==> src/rap_pkg.sv <==
// Package: constants for the two-wire register access port.
// Assumes one 40 MHz clock; bus pins are sampled as synchronous inputs.
package rap_pkg;

  // ****************************************
  // Timing
  // ****************************************
  localparam int CLK_PERIOD_NS = 25;

  // ****************************************
  // Chip address and register map
  // ****************************************
  localparam logic [6:0] CHIP_ADDR                     = 7'h60;
  localparam logic [7:0] ADDR_MASTER_VOLTAGE_ENABLE    = 8'h00;
  localparam logic [7:0] ADDR_FORCED_PULSE_WIDTH_SELECT = 8'h06;
  localparam logic [7:0] ADDR_PHASE0_CONTROL           = 8'h07;
  localparam logic [7:0] ADDR_PHASE1_CURRENT_LIMIT     = 8'h08;
  localparam logic [7:0] ADDR_PHASE2_CURRENT_LIMIT     = 8'h09;
  localparam logic [7:0] ADDR_PHASE3_CURRENT_LIMIT     = 8'h0a;
  localparam logic [7:0] ADDR_PHASE4_CURRENT_LIMIT     = 8'h0b;
  localparam logic [7:0] ADDR_PHASE5_CURRENT_LIMIT     = 8'h0c;
  localparam logic [7:0] ADDR_STATUS_FLAGS_LOW         = 8'h0d;
  localparam logic [7:0] ADDR_FAULT_FLAGS              = 8'h0e;
  localparam logic [7:0] ADDR_INTERRUPT_MASK_LOW       = 8'h0f;
  localparam logic [7:0] ADDR_GENERAL_CONFIG           = 8'h10;
  localparam logic [7:0] ADDR_SOFTWARE_RESET           = 8'h11;
  localparam logic [7:0] ADDR_STARTUP_DELAY            = 8'h12;
  localparam logic [7:0] ADDR_PART_IDENTIFICATION      = 8'h18;
  localparam logic [7:0] ADDR_LIGHT_LOAD_THRESHOLDS    = 8'h19;
  localparam logic [7:0] ADDR_PHASE_SHEDDING_THRESHOLDS = 8'h1f;
  localparam logic [7:0] ADDR_LOAD_CURRENT_SELECT      = 8'h21;
  localparam logic [7:0] ADDR_LOAD_CURRENT_LOW         = 8'h22;
  localparam logic [7:0] ADDR_INTERRUPT_MASK_HIGH      = 8'h2e;

  // Storage covers the whole 6-bit address span of the map
  localparam int REG_AW      = 6;
  localparam int REG_DEPTH   = 64;
  localparam logic [7:0] REG_RESET_VALUE = 8'h00;

  // ****************************************
  // Serial engine states
  // ****************************************
  typedef enum logic [5:0] {
    RAP_IDLE  = 6'b000001,
    RAP_RECV  = 6'b000010,
    RAP_RACK  = 6'b000100,
    RAP_SEND  = 6'b001000,
    RAP_MACK  = 6'b010000,
    RAP_SKIP  = 6'b100000
  } rap_state_t;

  typedef enum logic [1:0] {
    RAP_BYTE_ADDR = 2'h0,
    RAP_BYTE_REG  = 2'h1,
    RAP_BYTE_DATA = 2'h2
  } rap_byte_t;

endpackage : rap_pkg

==> src/rap_regmem.sv <==
// Register storage: one write port, two registered read ports.
// Assumes writes from the two serial engines never collide in one cycle (arbitrated above).
`timescale 1ns/1ps
module rap_regmem import rap_pkg::*; #(
  parameter int AW    = REG_AW,
  parameter int DEPTH = REG_DEPTH
) (
  // Clock and reset
  input  wire logic          clk,
  input  wire logic          rst_sync_b,
  // Write port
  input  wire logic          wr_en,
  input  wire logic [AW-1:0] wr_addr,
  input  wire logic [7:0]    wr_data,
  // Read ports
  input  wire logic [AW-1:0] rd_addr_a,
  output logic      [7:0]    rd_data_a_ff,
  input  wire logic [AW-1:0] rd_addr_b,
  output logic      [7:0]    rd_data_b_ff,
  // Read-only sources
  input  wire logic [7:0]    part_id,
  input  wire logic [7:0]    load_current
);

  logic [7:0] mem_ff [DEPTH];

  function automatic logic [7:0] rd_sel(input logic [AW-1:0] a, input logic [7:0] m,
                                        input logic [7:0] pid, input logic [7:0] cur);
    if (a == AW'(ADDR_PART_IDENTIFICATION)) begin
      rd_sel = pid;
    end else if (a == AW'(ADDR_LOAD_CURRENT_LOW)) begin
      rd_sel = cur;
    end else begin
      rd_sel = m;
    end
  endfunction : rd_sel

  wire logic wr_ok = wr_en && (wr_addr != AW'(ADDR_PART_IDENTIFICATION))
                     && (wr_addr != AW'(ADDR_LOAD_CURRENT_LOW));

  always_ff @(posedge clk or negedge rst_sync_b) begin
    if (!rst_sync_b) begin
      for (int i = 0; i < DEPTH; i++) mem_ff[i] <= REG_RESET_VALUE;
      rd_data_a_ff <= REG_RESET_VALUE;
      rd_data_b_ff <= REG_RESET_VALUE;
    end else begin
      if (wr_ok) mem_ff[wr_addr] <= wr_data;
      rd_data_a_ff <= rd_sel(rd_addr_a, mem_ff[rd_addr_a], part_id, load_current);
      rd_data_b_ff <= rd_sel(rd_addr_b, mem_ff[rd_addr_b], part_id, load_current);
    end
  end

endmodule : rap_regmem

==> src/rap_top.sv <==
// Top: two independent two-wire slave engines sharing one register set.
// Assumes bus pins are synchronous to clk and clk is much faster than the bus clock.
`timescale 1ns/1ps

// ****************************************
// Serial slave engine
// ****************************************
module rap_engine import rap_pkg::*; (
  // Clock and reset
  input  wire logic              clk,
  input  wire logic              rst_sync_b,
  // Bus pins
  input  wire logic              scl_in,
  input  wire logic              sda_in,
  output logic                   sda_oe,
  // Register access
  output logic                   wr_req,
  output logic      [REG_AW-1:0] reg_idx,
  output logic      [7:0]        wr_byte,
  input  wire logic              wr_grant,
  input  wire logic [7:0]        rd_byte,
  // Status
  output logic                   busy
);

  rap_state_t       state_ff, nxt_state;
  rap_byte_t        phase_ff, nxt_phase;
  logic [7:0]       shift_ff, nxt_shift;
  logic [3:0]       bit_ff, nxt_bit;
  logic [7:0]       idx_ff, nxt_idx;
  logic             rd_dir_ff, nxt_rd_dir;
  logic             scl_d_ff, sda_d_ff;
  logic             busy_ff, nxt_busy;
  logic             oe_ff, nxt_oe;
  logic             wr_pend_ff, nxt_wr_pend;
  logic [7:0]       wbyte_ff, nxt_wbyte;

  wire logic scl_rise   = scl_in && !scl_d_ff;
  wire logic scl_fall   = !scl_in && scl_d_ff;
  // Data changes while the clock is high are framing, never data
  wire logic start_seen = scl_in && scl_d_ff && sda_d_ff && !sda_in;
  wire logic stop_seen  = scl_in && scl_d_ff && !sda_d_ff && sda_in;
  wire logic addr_match = shift_ff[7:1] == CHIP_ADDR;

  assign sda_oe  = oe_ff;
  assign busy    = busy_ff;
  assign wr_req  = wr_pend_ff;
  assign reg_idx = idx_ff[REG_AW-1:0];
  assign wr_byte = wbyte_ff;

  always_comb begin
    nxt_state   = state_ff;
    nxt_phase   = phase_ff;
    nxt_shift   = shift_ff;
    nxt_bit     = bit_ff;
    nxt_idx     = idx_ff;
    nxt_rd_dir  = rd_dir_ff;
    nxt_busy    = busy_ff;
    nxt_oe      = oe_ff;
    nxt_wbyte   = wbyte_ff;
    nxt_wr_pend = wr_pend_ff && !wr_grant;
    if (start_seen) begin
      // Repeated start restarts address reception; index is kept for reads
      nxt_state = RAP_RECV;
      nxt_phase = RAP_BYTE_ADDR;
      nxt_bit   = 4'h0;
      nxt_busy  = 1'b1;
      nxt_oe    = 1'b0;
    end else if (stop_seen) begin
      nxt_state = RAP_IDLE;
      nxt_busy  = 1'b0;
      nxt_oe    = 1'b0;
    end else begin
      case (state_ff)
        RAP_IDLE: begin
          nxt_oe = 1'b0;
        end
        RAP_RECV: begin
          if (scl_rise) begin
            // Eight bits, most significant first
            nxt_shift = {shift_ff[6:0], sda_in};
            nxt_bit   = bit_ff + 4'h1;
          end else if (scl_fall && bit_ff == 4'h8) begin
            nxt_bit = 4'h0;
            case (phase_ff)
              RAP_BYTE_ADDR: begin
                if (addr_match) begin
                  nxt_rd_dir = shift_ff[0];
                  nxt_oe     = 1'b1;
                  nxt_state  = RAP_RACK;
                end else begin
                  nxt_state = RAP_SKIP;
                end
              end
              RAP_BYTE_REG: begin
                nxt_idx   = shift_ff;
                nxt_oe    = 1'b1;
                nxt_state = RAP_RACK;
              end
              default: begin
                nxt_wbyte   = shift_ff;
                nxt_wr_pend = 1'b1;
                nxt_oe      = 1'b1;
                nxt_state   = RAP_RACK;
              end
            endcase
          end
        end
        RAP_RACK: begin
          // Held low across the whole ninth clock, released after its fall except on a read, which then drives bit 7 of the register
          if (scl_fall) begin
            if (phase_ff == RAP_BYTE_DATA) begin
              nxt_idx = idx_ff + 8'h01;
            end
            if (phase_ff == RAP_BYTE_ADDR && rd_dir_ff) begin
              nxt_state = RAP_SEND;
              nxt_shift = rd_byte;
              nxt_oe    = !rd_byte[7];
              nxt_bit   = 4'h1;
            end else begin
              nxt_state = RAP_RECV;
              nxt_oe    = 1'b0;
              nxt_phase = (phase_ff == RAP_BYTE_ADDR) ? RAP_BYTE_REG : RAP_BYTE_DATA;
            end
          end
        end
        RAP_SEND: begin
          // Data only moves on the falling clock edge
          if (scl_fall) begin
            if (bit_ff == 4'h8) begin
              nxt_oe    = 1'b0;
              nxt_state = RAP_MACK;
            end else begin
              nxt_oe  = !shift_ff[3'(4'h7 - bit_ff)];
              nxt_bit = bit_ff + 4'h1;
            end
          end
        end
        RAP_MACK: begin
          if (scl_rise) begin
            // No auto-increment on reads: the same register repeats
            nxt_shift = rd_byte;
            nxt_state = sda_in ? RAP_SKIP : RAP_MACK;
          end else if (scl_fall) begin
            nxt_state = RAP_SEND;
            nxt_oe    = !shift_ff[7];
            nxt_bit   = 4'h1;
          end
        end
        RAP_SKIP: begin
          nxt_oe = 1'b0;
        end
        default: begin
          nxt_state = RAP_IDLE;
          nxt_oe    = 1'b0;
        end
      endcase
    end
  end

  always_ff @(posedge clk or negedge rst_sync_b) begin
    if (!rst_sync_b) begin
      state_ff   <= RAP_IDLE;
      phase_ff   <= RAP_BYTE_ADDR;
      shift_ff   <= 8'h00;
      bit_ff     <= 4'h0;
      idx_ff     <= 8'h00;
      rd_dir_ff  <= 1'b0;
      scl_d_ff   <= 1'b1;
      sda_d_ff   <= 1'b1;
      busy_ff    <= 1'b0;
      oe_ff      <= 1'b0;
      wr_pend_ff <= 1'b0;
      wbyte_ff   <= 8'h00;
    end else begin
      state_ff   <= nxt_state;
      phase_ff   <= nxt_phase;
      shift_ff   <= nxt_shift;
      bit_ff     <= nxt_bit;
      idx_ff     <= nxt_idx;
      rd_dir_ff  <= nxt_rd_dir;
      scl_d_ff   <= scl_in;
      sda_d_ff   <= sda_in;
      busy_ff    <= nxt_busy;
      oe_ff      <= nxt_oe;
      wr_pend_ff <= nxt_wr_pend;
      wbyte_ff   <= nxt_wbyte;
    end
  end

endmodule : rap_engine

// ****************************************
// Top level
// ****************************************
// Operation
// Data changes only while clock low
// Detect start and stop framing
// Only master makes start and stop
// Busy from start until stop
// Repeated start restarts address reception
// Eight bits MSB first plus acknowledge
// Acknowledge low through ninth clock
// Master clocks and releases acknowledge bit
// Master nack ends read
// Address byte: seven bits, direction
// Register byte then data byte
// Master sets index before reading
// Respond to chip address 0x60
// Index advances after each written byte
// No index advance on reads
// Software preserves reserved bits on write
// Works at 100k, 400k, 3.4M
// Two independent buses reach registers
// Only bus clock times transfers
// Writes accepted while external reset low
// All registers accessible in standby
// Read shifts register out, releases ack
module rap_top import rap_pkg::*; #(
  parameter logic [7:0] PART_ID = 8'h5a  // Arbitrary identification value
) (
  // Clock and reset
  input  wire logic       clk,
  input  wire logic       rst_b,
  // System bus pins
  input  wire logic       system_bus_clock_pin,
  input  wire logic       system_bus_data_pin_in,
  output logic            system_bus_data_pin_oe,
  // Voltage scaling bus pins
  input  wire logic       scaling_bus_clock_pin,
  input  wire logic       scaling_bus_data_pin_in,
  output logic            scaling_bus_data_pin_oe,
  // Device side
  input  wire logic       external_reset_input,
  input  wire logic [7:0] load_current,
  output logic            system_bus_busy,
  output logic            voltage_scaling_bus_busy,
  output logic [7:0]      master_voltage_enable_ff
);

  logic             rst_s1_ff, rst_s2_ff;
  logic             sys_wr, vsb_wr;
  logic [REG_AW-1:0] sys_idx, vsb_idx;
  logic [7:0]       sys_wbyte, vsb_wbyte, sys_rbyte, vsb_rbyte;

  always_ff @(posedge clk or negedge rst_b) begin
    if (!rst_b) begin
      rst_s1_ff <= 1'b0;
      rst_s2_ff <= 1'b0;
    end else begin
      rst_s1_ff <= 1'b1;
      rst_s2_ff <= rst_s1_ff;
    end
  end

  // The external reset input never gates the serial path, so writes still land
  wire logic ext_reset_seen = external_reset_input;

  // System bus wins a same-cycle collision; the scaling bus waits one cycle
  wire logic sys_grant = sys_wr;
  wire logic vsb_grant = vsb_wr && !sys_wr;
  wire logic            mem_we    = sys_grant || vsb_grant;
  wire logic [REG_AW-1:0] mem_waddr = sys_grant ? sys_idx : vsb_idx;
  wire logic [7:0]      mem_wdata = sys_grant ? sys_wbyte : vsb_wbyte;

  // Both engines sample only their own bus clock pin, never a separate clock pin
  rap_engine u_sys (
    .clk        (clk),
    .rst_sync_b (rst_s2_ff),
    .scl_in     (system_bus_clock_pin),
    .sda_in     (system_bus_data_pin_in),
    .sda_oe     (system_bus_data_pin_oe),
    .wr_req     (sys_wr),
    .reg_idx    (sys_idx),
    .wr_byte    (sys_wbyte),
    .wr_grant   (sys_grant),
    .rd_byte    (sys_rbyte),
    .busy       (system_bus_busy)
  );

  rap_engine u_vsb (
    .clk        (clk),
    .rst_sync_b (rst_s2_ff),
    .scl_in     (scaling_bus_clock_pin),
    .sda_in     (scaling_bus_data_pin_in),
    .sda_oe     (scaling_bus_data_pin_oe),
    .wr_req     (vsb_wr),
    .reg_idx    (vsb_idx),
    .wr_byte    (vsb_wbyte),
    .wr_grant   (vsb_grant),
    .rd_byte    (vsb_rbyte),
    .busy       (voltage_scaling_bus_busy)
  );

  // Every register reachable from either bus at all times
  rap_regmem u_mem (
    .clk          (clk),
    .rst_sync_b   (rst_s2_ff),
    .wr_en        (mem_we),
    .wr_addr      (mem_waddr),
    .wr_data      (mem_wdata),
    .rd_addr_a    (sys_idx),
    .rd_data_a_ff (sys_rbyte),
    .rd_addr_b    (vsb_idx),
    .rd_data_b_ff (vsb_rbyte),
    .part_id      (PART_ID),
    .load_current (load_current)
  );

  // Mirror of the enable register steering the converter
  always_ff @(posedge clk or negedge rst_s2_ff) begin
    if (!rst_s2_ff) begin
      master_voltage_enable_ff <= REG_RESET_VALUE;
    end else if (mem_we && mem_waddr == REG_AW'(ADDR_MASTER_VOLTAGE_ENABLE)
                 && !ext_reset_seen) begin
      master_voltage_enable_ff <= mem_wdata;
    end else if (mem_we && mem_waddr == REG_AW'(ADDR_MASTER_VOLTAGE_ENABLE)) begin
      master_voltage_enable_ff <= mem_wdata;
    end
  end

endmodule : rap_top

==> config.mk <==
export PLATFORM = sky130hd
export DESIGN_NAME = rap_top
export DESIGN_NICKNAME = d
export VERILOG_FILES = /design/src/rap_pkg.sv /design/src/rap_regmem.sv /design/src/rap_top.sv
export SDC_FILE = /design/constraint.sdc
export NUM_CORES = 2
export LEC_CHECK = 0
export ABC_CLOCK_PERIOD_IN_PS = 42600
export BUFFER_PORTS_ARGS = -buffer_cell sky130_fd_sc_hd__buf_2
export CAP_MARGIN = 20
export CORE_ASPECT_RATIO = 1.2
export CORE_MARGIN = 3
export CORE_UTILIZATION = 40
export DETAILED_ROUTE_END_ITERATION = 8
export GPL_TIMING_DRIVEN = 1
export PLACE_DENSITY = 0.64
export SKIP_CTS_REPAIR_TIMING = 1
export SLEW_MARGIN = 20
export SYNTH_ARGS = -nofsm -noshare
export SYNTH_HDL_FRONTEND = slang
export SYNTH_SLANG_ARGS = --single-unit
==> constraint.sdc <==
create_clock -name clk -period 42.6 [get_ports clk]
set_input_delay 6.39 -clock clk [delete_from_list [all_inputs] [get_ports clk]]
set_output_delay 6.39 -clock clk [all_outputs]
set_load 0.005 [all_outputs]
After elaboration in Yosys (flattened, before gate mapping)
Cells that the tools add are included.
{"block": "word_totals", "reg_bits": 622, "in_bits": 15, "output_inout_bits": 12, "word_cells": 422}
{"block": "op_classes", "addsub": 6, "magnitude_cmp": 6, "n_eq_ne": 80, "mux": 147, "bitwise": 11, "n_reduce_logical": 79}
{"operator": "bitwise mux 512 bit", "n": 1}
{"operator": "two-way mux 8 bit", "n": 30}
{"operator": "two-way mux 6 bit", "n": 25}
{"operator": "binary-select mux 8 bit (select 6 bit)", "n": 2}
{"operator": "two-way mux 4 bit", "n": 22}
{"operator": "case mux 6 bit (5 select lines)", "n": 2}
{"operator": "AND reduction 7 bit", "n": 8}
{"operator": "demux 8 bit (select 6 bit)", "n": 1}
{"operator": "!= test 4 x 1 -> 1 bit, second input constant", "n": 12}
{"operator": "case mux 8 bit (3 select lines)", "n": 2}
{"operator": "two-way mux 1 bit", "n": 42}
{"operator": "!= test 2 x 1 -> 1 bit, second input constant", "n": 16}
{"operator": "case mux 4 bit (4 select lines)", "n": 2}
{"operator": "case mux 8 bit (2 select lines)", "n": 2}
{"operator": "!= test 3 x 1 -> 1 bit, second input constant", "n": 10}
{"operator": "logical AND 1 bit", "n": 25}
{"operator": "equality test 6 x 5 -> 1 bit, second input constant", "n": 4}
{"operator": "equality test 6 bit, second input constant", "n": 4}
{"operator": "two-way mux 2 bit", "n": 12}
{"operator": ">= comparator 7 bit, second input constant", "n": 3}
{"operator": "NOT 6 -> 7 bit", "n": 3}
{"operator": "AND reduction 9 bit", "n": 2}
{"operator": "nonzero test 2 bit", "n": 9}
{"operator": "zero test 1 bit", "n": 17}
{"operator": "other kinds (33)", "n": 73}

Longest topological paths before layout
{"block": "depth", "depth_word": 10, "ltp_mapped": 13, "ltp_nobuf": 8}

Modules after synthesis
From an unflattened synthesis, not the netlist that was laid out.
{"block": "unflattened", "cells_unflattened": 2511, "area_unflattened_um2": 33824.9}
{"mod": "rap_regmem", "n_inst": 1, "cells_each": 1973, "area_each_um2": 28389.7, "seq_area_each_um2": 13212.7}
{"mod": "rap_engine (u_vsb)", "n_inst": 1, "cells_each": 247, "area_each_um2": 2433.6, "seq_area_each_um2": 1004.7}
{"mod": "rap_engine (u_sys)", "n_inst": 1, "cells_each": 248, "area_each_um2": 2381.0, "seq_area_each_um2": 1004.7}
{"mod": "rap_top", "n_inst": 1, "cells_each": 43, "area_each_um2": 620.6, "seq_area_each_um2": 250.2}

Least setup slack after synthesis
OpenSTA, ideal clock, no wires.
{"block": "synth_path", "path_kind": "in2reg", "start": "in scaling_bus_clock_pin", "end": "reg u_vsb.bit_ff[3]", "setup_time_ns": 0.121, "arrival_time_ns": 7.818, "required_time_ns": 42.479, "slack_ns": 34.661, "path_stages": 6, "n_path_buf": 1, "path_cell_list": "clkbuf_1 nand2_1 nor3b_1 a31oi_1 or2_2 a22o_1"}
{"block": "synth_via", "elab_chain_len": 5, "elab_cells_between_ends": 23}
{"item": "from (decl)", "line": "rap_top.sv:230", "source": "input wire logic scaling_bus_clock_pin,"}
{"item": "logical AND 1 bit (tied with other cells)", "line": "rap_top.sv:38", "source": "wire logic scl_rise = scl_in && !scl_d_ff;"}
{"item": "two-way mux 4 bit (tied with other cells)", "line": "rap_top.sv:79", "source": "if (scl_rise) begin"}
{"item": "case mux 4 bit (4 select lines) (tied with other cells)", "line": "rap_top.sv:74", "source": "case (state_ff)"}
{"item": "two-way mux 4 bit (tied with other cells)", "line": "rap_top.sv:69", "source": "end else if (stop_seen) begin"}
{"item": "two-way mux 4 bit or AND reduction 9 bit (tied branches)"}
{"item": "to (signal assigned)", "line": "rap_top.sv:179", "source": "bit_ff <= nxt_bit;"}
{"item": "to (decl)", "line": "rap_top.sv:29", "source": "logic [3:0] bit_ff, nxt_bit;"}
Several ways; a longest one is shown, not always the timed one. The select of a mux whose other input is x is not followed.
A chain may end at the register's enable or synchronous reset.

Final worst setup path
{"block": "layout_path", "start": "in scaling_bus_clock_pin", "end": "reg u_vsb.state_ff[3]"}
{"block": "layout_via", "elab_chain_len": 5, "elab_cells_between_ends": 21}
{"item": "logical AND 1 bit (tied with other cells)", "line": "rap_top.sv:38"}
{"item": "two-way mux 6 bit (tied with other cells)", "line": "rap_top.sv:140", "source": "if (scl_rise) begin"}
{"item": "case mux 6 bit (5 select lines) (tied with other cells)", "line": "rap_top.sv:74"}
{"item": "two-way mux 6 bit (tied with other cells)", "line": "rap_top.sv:69"}
{"item": "two-way mux 6 bit or AND reduction 7 bit (tied branches)"}
{"item": "to (signal assigned)", "line": "rap_top.sv:176", "source": "state_ff <= nxt_state;"}
{"item": "to (decl)", "line": "rap_top.sv:26", "source": "rap_state_t state_ff, nxt_state;"}
Several ways; a longest one is shown, not always the timed one.

==> impl_metrics.csv <==
group,metric,value,unit
run_status,status,"finished, final reports clean",
hold_path,hold_path_end,"rst_s2_ff",
synth,avgSynthCellArea,12.7,µm²
worst_setup_path,crit_buf_inv,1,
clock_network,cts-root-buf,"clkbuf_16",
route,post_drt_wl_per_cell,28.2,µm
placement,post-dp-hpwl,69000,µm
timing,rsz0062_at_grt,"false",
synth,async_flop_share,100,%
route,ant_nets,0,
route,drtIter0Drc,2528,
worst_setup_path,crit_chain,"buf_2, nand2b_1, a311o_1, nand4b_1, o211ai_1, a21oi_1, mux2_1",
route,avgViaCountPerCell,6.35,
synth,synth_edf_count,0,
die,die_h,322,µm
synth,ys_top_cells_by_count,"dfrtp_1, mux2_2, mux4_2",
timing,slew_headroom,22.1,%
synth,synth_cell_types,71,
worst_setup_path,r2r-end,"u_mem.rd_data_a_ff[3]",
timing,fin_crit_sh,18.5,%
placement,gp_congestion,0.940,
worst_setup_path,crit_path_max_fanout,13,
layout,fill_cells,7384,
worst_setup_path,cp.arrival,8.36,ns
synth,synth_fa_ha_area_share,0.375,%
worst_setup_path,critical-path-max-stage-delay,0.54,ns
synth,ys_warn_count,0,
clock_network,clk_pin_slew,0.06,ns
grt,grt_start_max_net_pins,169,
die,fp.coreArea,82300,µm²
hold_path,hold_path.startpoint,"rst_s1_ff",
synth,synth.cell_area,33400,µm²
clock_network,clk_path_buf_depth,3,
clock_network,htreeDepth,3,
placement,place_inst,3606,
synth,syn_inst,2626,
synth,synthSimpleGateAreaFrac,8.52,%
layout,seqCellArea,15500,µm²
die,ioPinCount,27,
die,initial_core_util,40.5,%
worst_setup_path,crit_required,43.10,ns
timing,tns,0,ns
placement,io_buffers,25,
timing,slew_viol_final,0,
worst_setup_path,critical_path_class,"in2reg",
route,wirelength,105000,µm
clock_network,cts-buffers-inserted,66,
worst_setup_path,crit_slowest_cell,"a21oi_1",
synth,synth_most_common_cell,"dfrtp_1",
grt,gr-usage-all-layers,24.1,%
layout,multi_input_area,17100,µm²
clock_network,cts_tree,"yes",
layout,nNetsFinal,2590,
timing,period_needed,7.87,ns
synth,synth.net_count,2651,
pwr,powerDensity,33.6,nW/µm²
grt,grt_overflow,0,
grt,grt_pass1_vias,24187,
worst_setup_path,startpoint_type,"input pin",
synth,yosysSeqAreaShare,46.4,%
synth,ys_ff_latch,618,
synth,muxShareOfSynthArea,34.3,%
worst_setup_path,end_kind,"flip-flop",
synth,synth_area_leaders,"dfrtp_1, mux4_2, mux2_2",
job,cap_violations,0,
synth,synth_top_family_by_area,"multiplexers",
grt,antenna_found_initial,5,
timing,finalSetupViolCount,0,
synth,synth_ff_type,"dfrtp_1",
die,die_w,270,µm
worst_setup_path,ff2ff_path_depth,7,
timing,max_freq,127,MHz
grt,grt_pass1_wl,158000,µm
layout,post_route_cells_drive_above_1_share,34.9,%
pwr,p_total,1230,µW
die,row_count,115,
hold_path,min_path_type,"reg2reg",
route,via_count,23651,
pwr,leakagePower,0.0157,µW
synth,netlist.area_leader.share,45.9,%
clock_network,insertion_delay,0.62,ns
timing,hold_viol,0,
pwr,ir_drop,0.0000258,V
die,dieArea,86900,µm²
synth,synth_compound_area_share,7.46,%
layout,layout.cells.non_filler,3726,
layout,area_growth_syn_to_layout,10.1,%
synth,synthXorXnorAreaFrac,0.184,%
timing,fin_worst_skew,0.0311,ns
synth,synth_area_leader_cell,"dfrtp_1",
worst_setup_path,r2r_start,"u_sys.idx_ff[1]",
route,drc,0,
clock_network,clock_sinks,618,
worst_setup_path,path_delay_family,"compound AO/OA/AOI/OAI gates",
route,first_pass_iters,6,
worst_setup_path,reg2reg_slack,38.04,ns
timing,tightest_slew,1.14,ns
hold_path,hold_depth,0,
==> sequential cells by signal, indices dropped and copies added, names as in the netlist, 8 cells and up <==
register / count
master_voltage_enable_ff: 8
u_mem.rd_data_a_ff: 8
u_sys.wr_byte: 8
u_mem.rd_data_b_ff: 8
u_mem.mem_ff: 512
u_vsb.wr_byte: 8
u_sys.shift_ff: 8
u_vsb.shift_ff: 8
==> cell families (layout without fill, tap and decap cells) <==
family                   Yosys count  in the layout
multiplexers                     777            777
flip-flops                       618            618
AND/OR/NAND/NOR                  576            576
AO/OA/AOI/OAI                    416            416
buffers and inverters            221            209
adder cells (fa/ha/maj)           10             10
XOR/XNOR                           7              7
other                              1              2
==> cells in the final DEF (no fill, tap or decap), types with 7 or more instances in the layout <==
cell type  count
dfrtp_1      604
mux2_2       382
mux4_2       250
nor2_1       211
a21oi_1      188
nand2_1      112
mux2i_1       78
o21ai_0       76
clkbuf_16     69
mux2_1        54
buf_4         48
nor2_2        45
nand3_1       43
nor3_1        30
buf_2         25
a31oi_1       24
a22oi_1       23
nand2b_1      20
clkbuf_8      18
clkbuf_1      16
o22ai_1       15
nor3b_1       15
a211oi_1      14
and2_1        13
inv_1         12
nor2b_1       12
nand3b_1      10
ha_1          10
o211ai_1       9
a221oi_1       8
or2_2          8
nor2_4         8
mux2i_2        8
clkinv_2       8
nand4b_1       7
and3_1         7
o31ai_1        7
==> per-stage QoR <==
stage / area [µm²] / hold slack [ns] / setup WS, ns / utilization [%]
2_1_floorplan: 33400 / 0.331 / 24.11 / -
3_3_place_gp: 34500 / 0.337 / 34.21 / 41.9
3_5_place_dp: 34500 / 0.343 / 34.15 / 41.9
4_1_cts: 36700 / 0.356 / 34.79 / 44.6
5_1_grt: 36700 / 0.370 / 34.60 / 44.6
6_report: 36700 / 0.354 / 34.73 / 44.6
==> worst register-to-register path, stage by stage, from the launching register on <==
cell and delay, ns:
dfrtp_4 0.80, buf_4 0.76, buf_4 0.73, mux4_2 0.46, mux2_2 0.33, a2111oi_0 0.82
nor2_1 0.17, a221o_1 0.36
==> where the power goes <==
part           internal [µW]  switching (µW)  leakage [µW]
registers                593            12.7       0.00855
clock network            346             240       0.00109
logic                   14.9            25.8       0.00610
==> metal layers <==
layer	global-route usage, %	routed length [µm]	share of wire, %	vias to the layer above
li1	-	-	-	9763
met1	30.0	39300	37	12336
met2	39.3	49800	47	1237
met3	5.39	9310	8.8	311
met4	13.2	6700	6.4	4
met5	0	22	0.021	-
==> cell type report <==
| cell class | instances | area share [%] |
|---|---|---|
| Clock inverter | 14 | 0.426 |
| Antenna cell | 1 | 0.00681 |
| Clock buffer | 103 | 5.54 |
| Timing Repair Buffer | 77 | 1.49 |
| Tap cell | 1111 | 3.78 |
| Sequential cell | 618 | 42.2 |
| Inverter | 15 | 0.153 |
| Multi-Input combinational cell | 1787 | 46.4 |
==> how the worst max path moves through the flow <==
stage                           from                          end  slack, ns  cells after the start
5_1_grt        scaling_bus_clock_pin            u_vsb.state_ff[1]      34.60                      7
4_1_cts        scaling_bus_clock_pin            u_vsb.state_ff[5]      34.79                      7
6_report       scaling_bus_clock_pin            u_vsb.state_ff[3]      34.73                      7
2_1_floorplan              rst_s2_ff  master_voltage_enable_ff[0]      24.11                      0
3_5_place_dp   scaling_bus_clock_pin            u_vsb.state_ff[1]      34.15                      7
3_3_place_gp   scaling_bus_clock_pin            u_vsb.state_ff[1]      34.21                      7
Note: power is estimated with default switching activity, not from simulation.
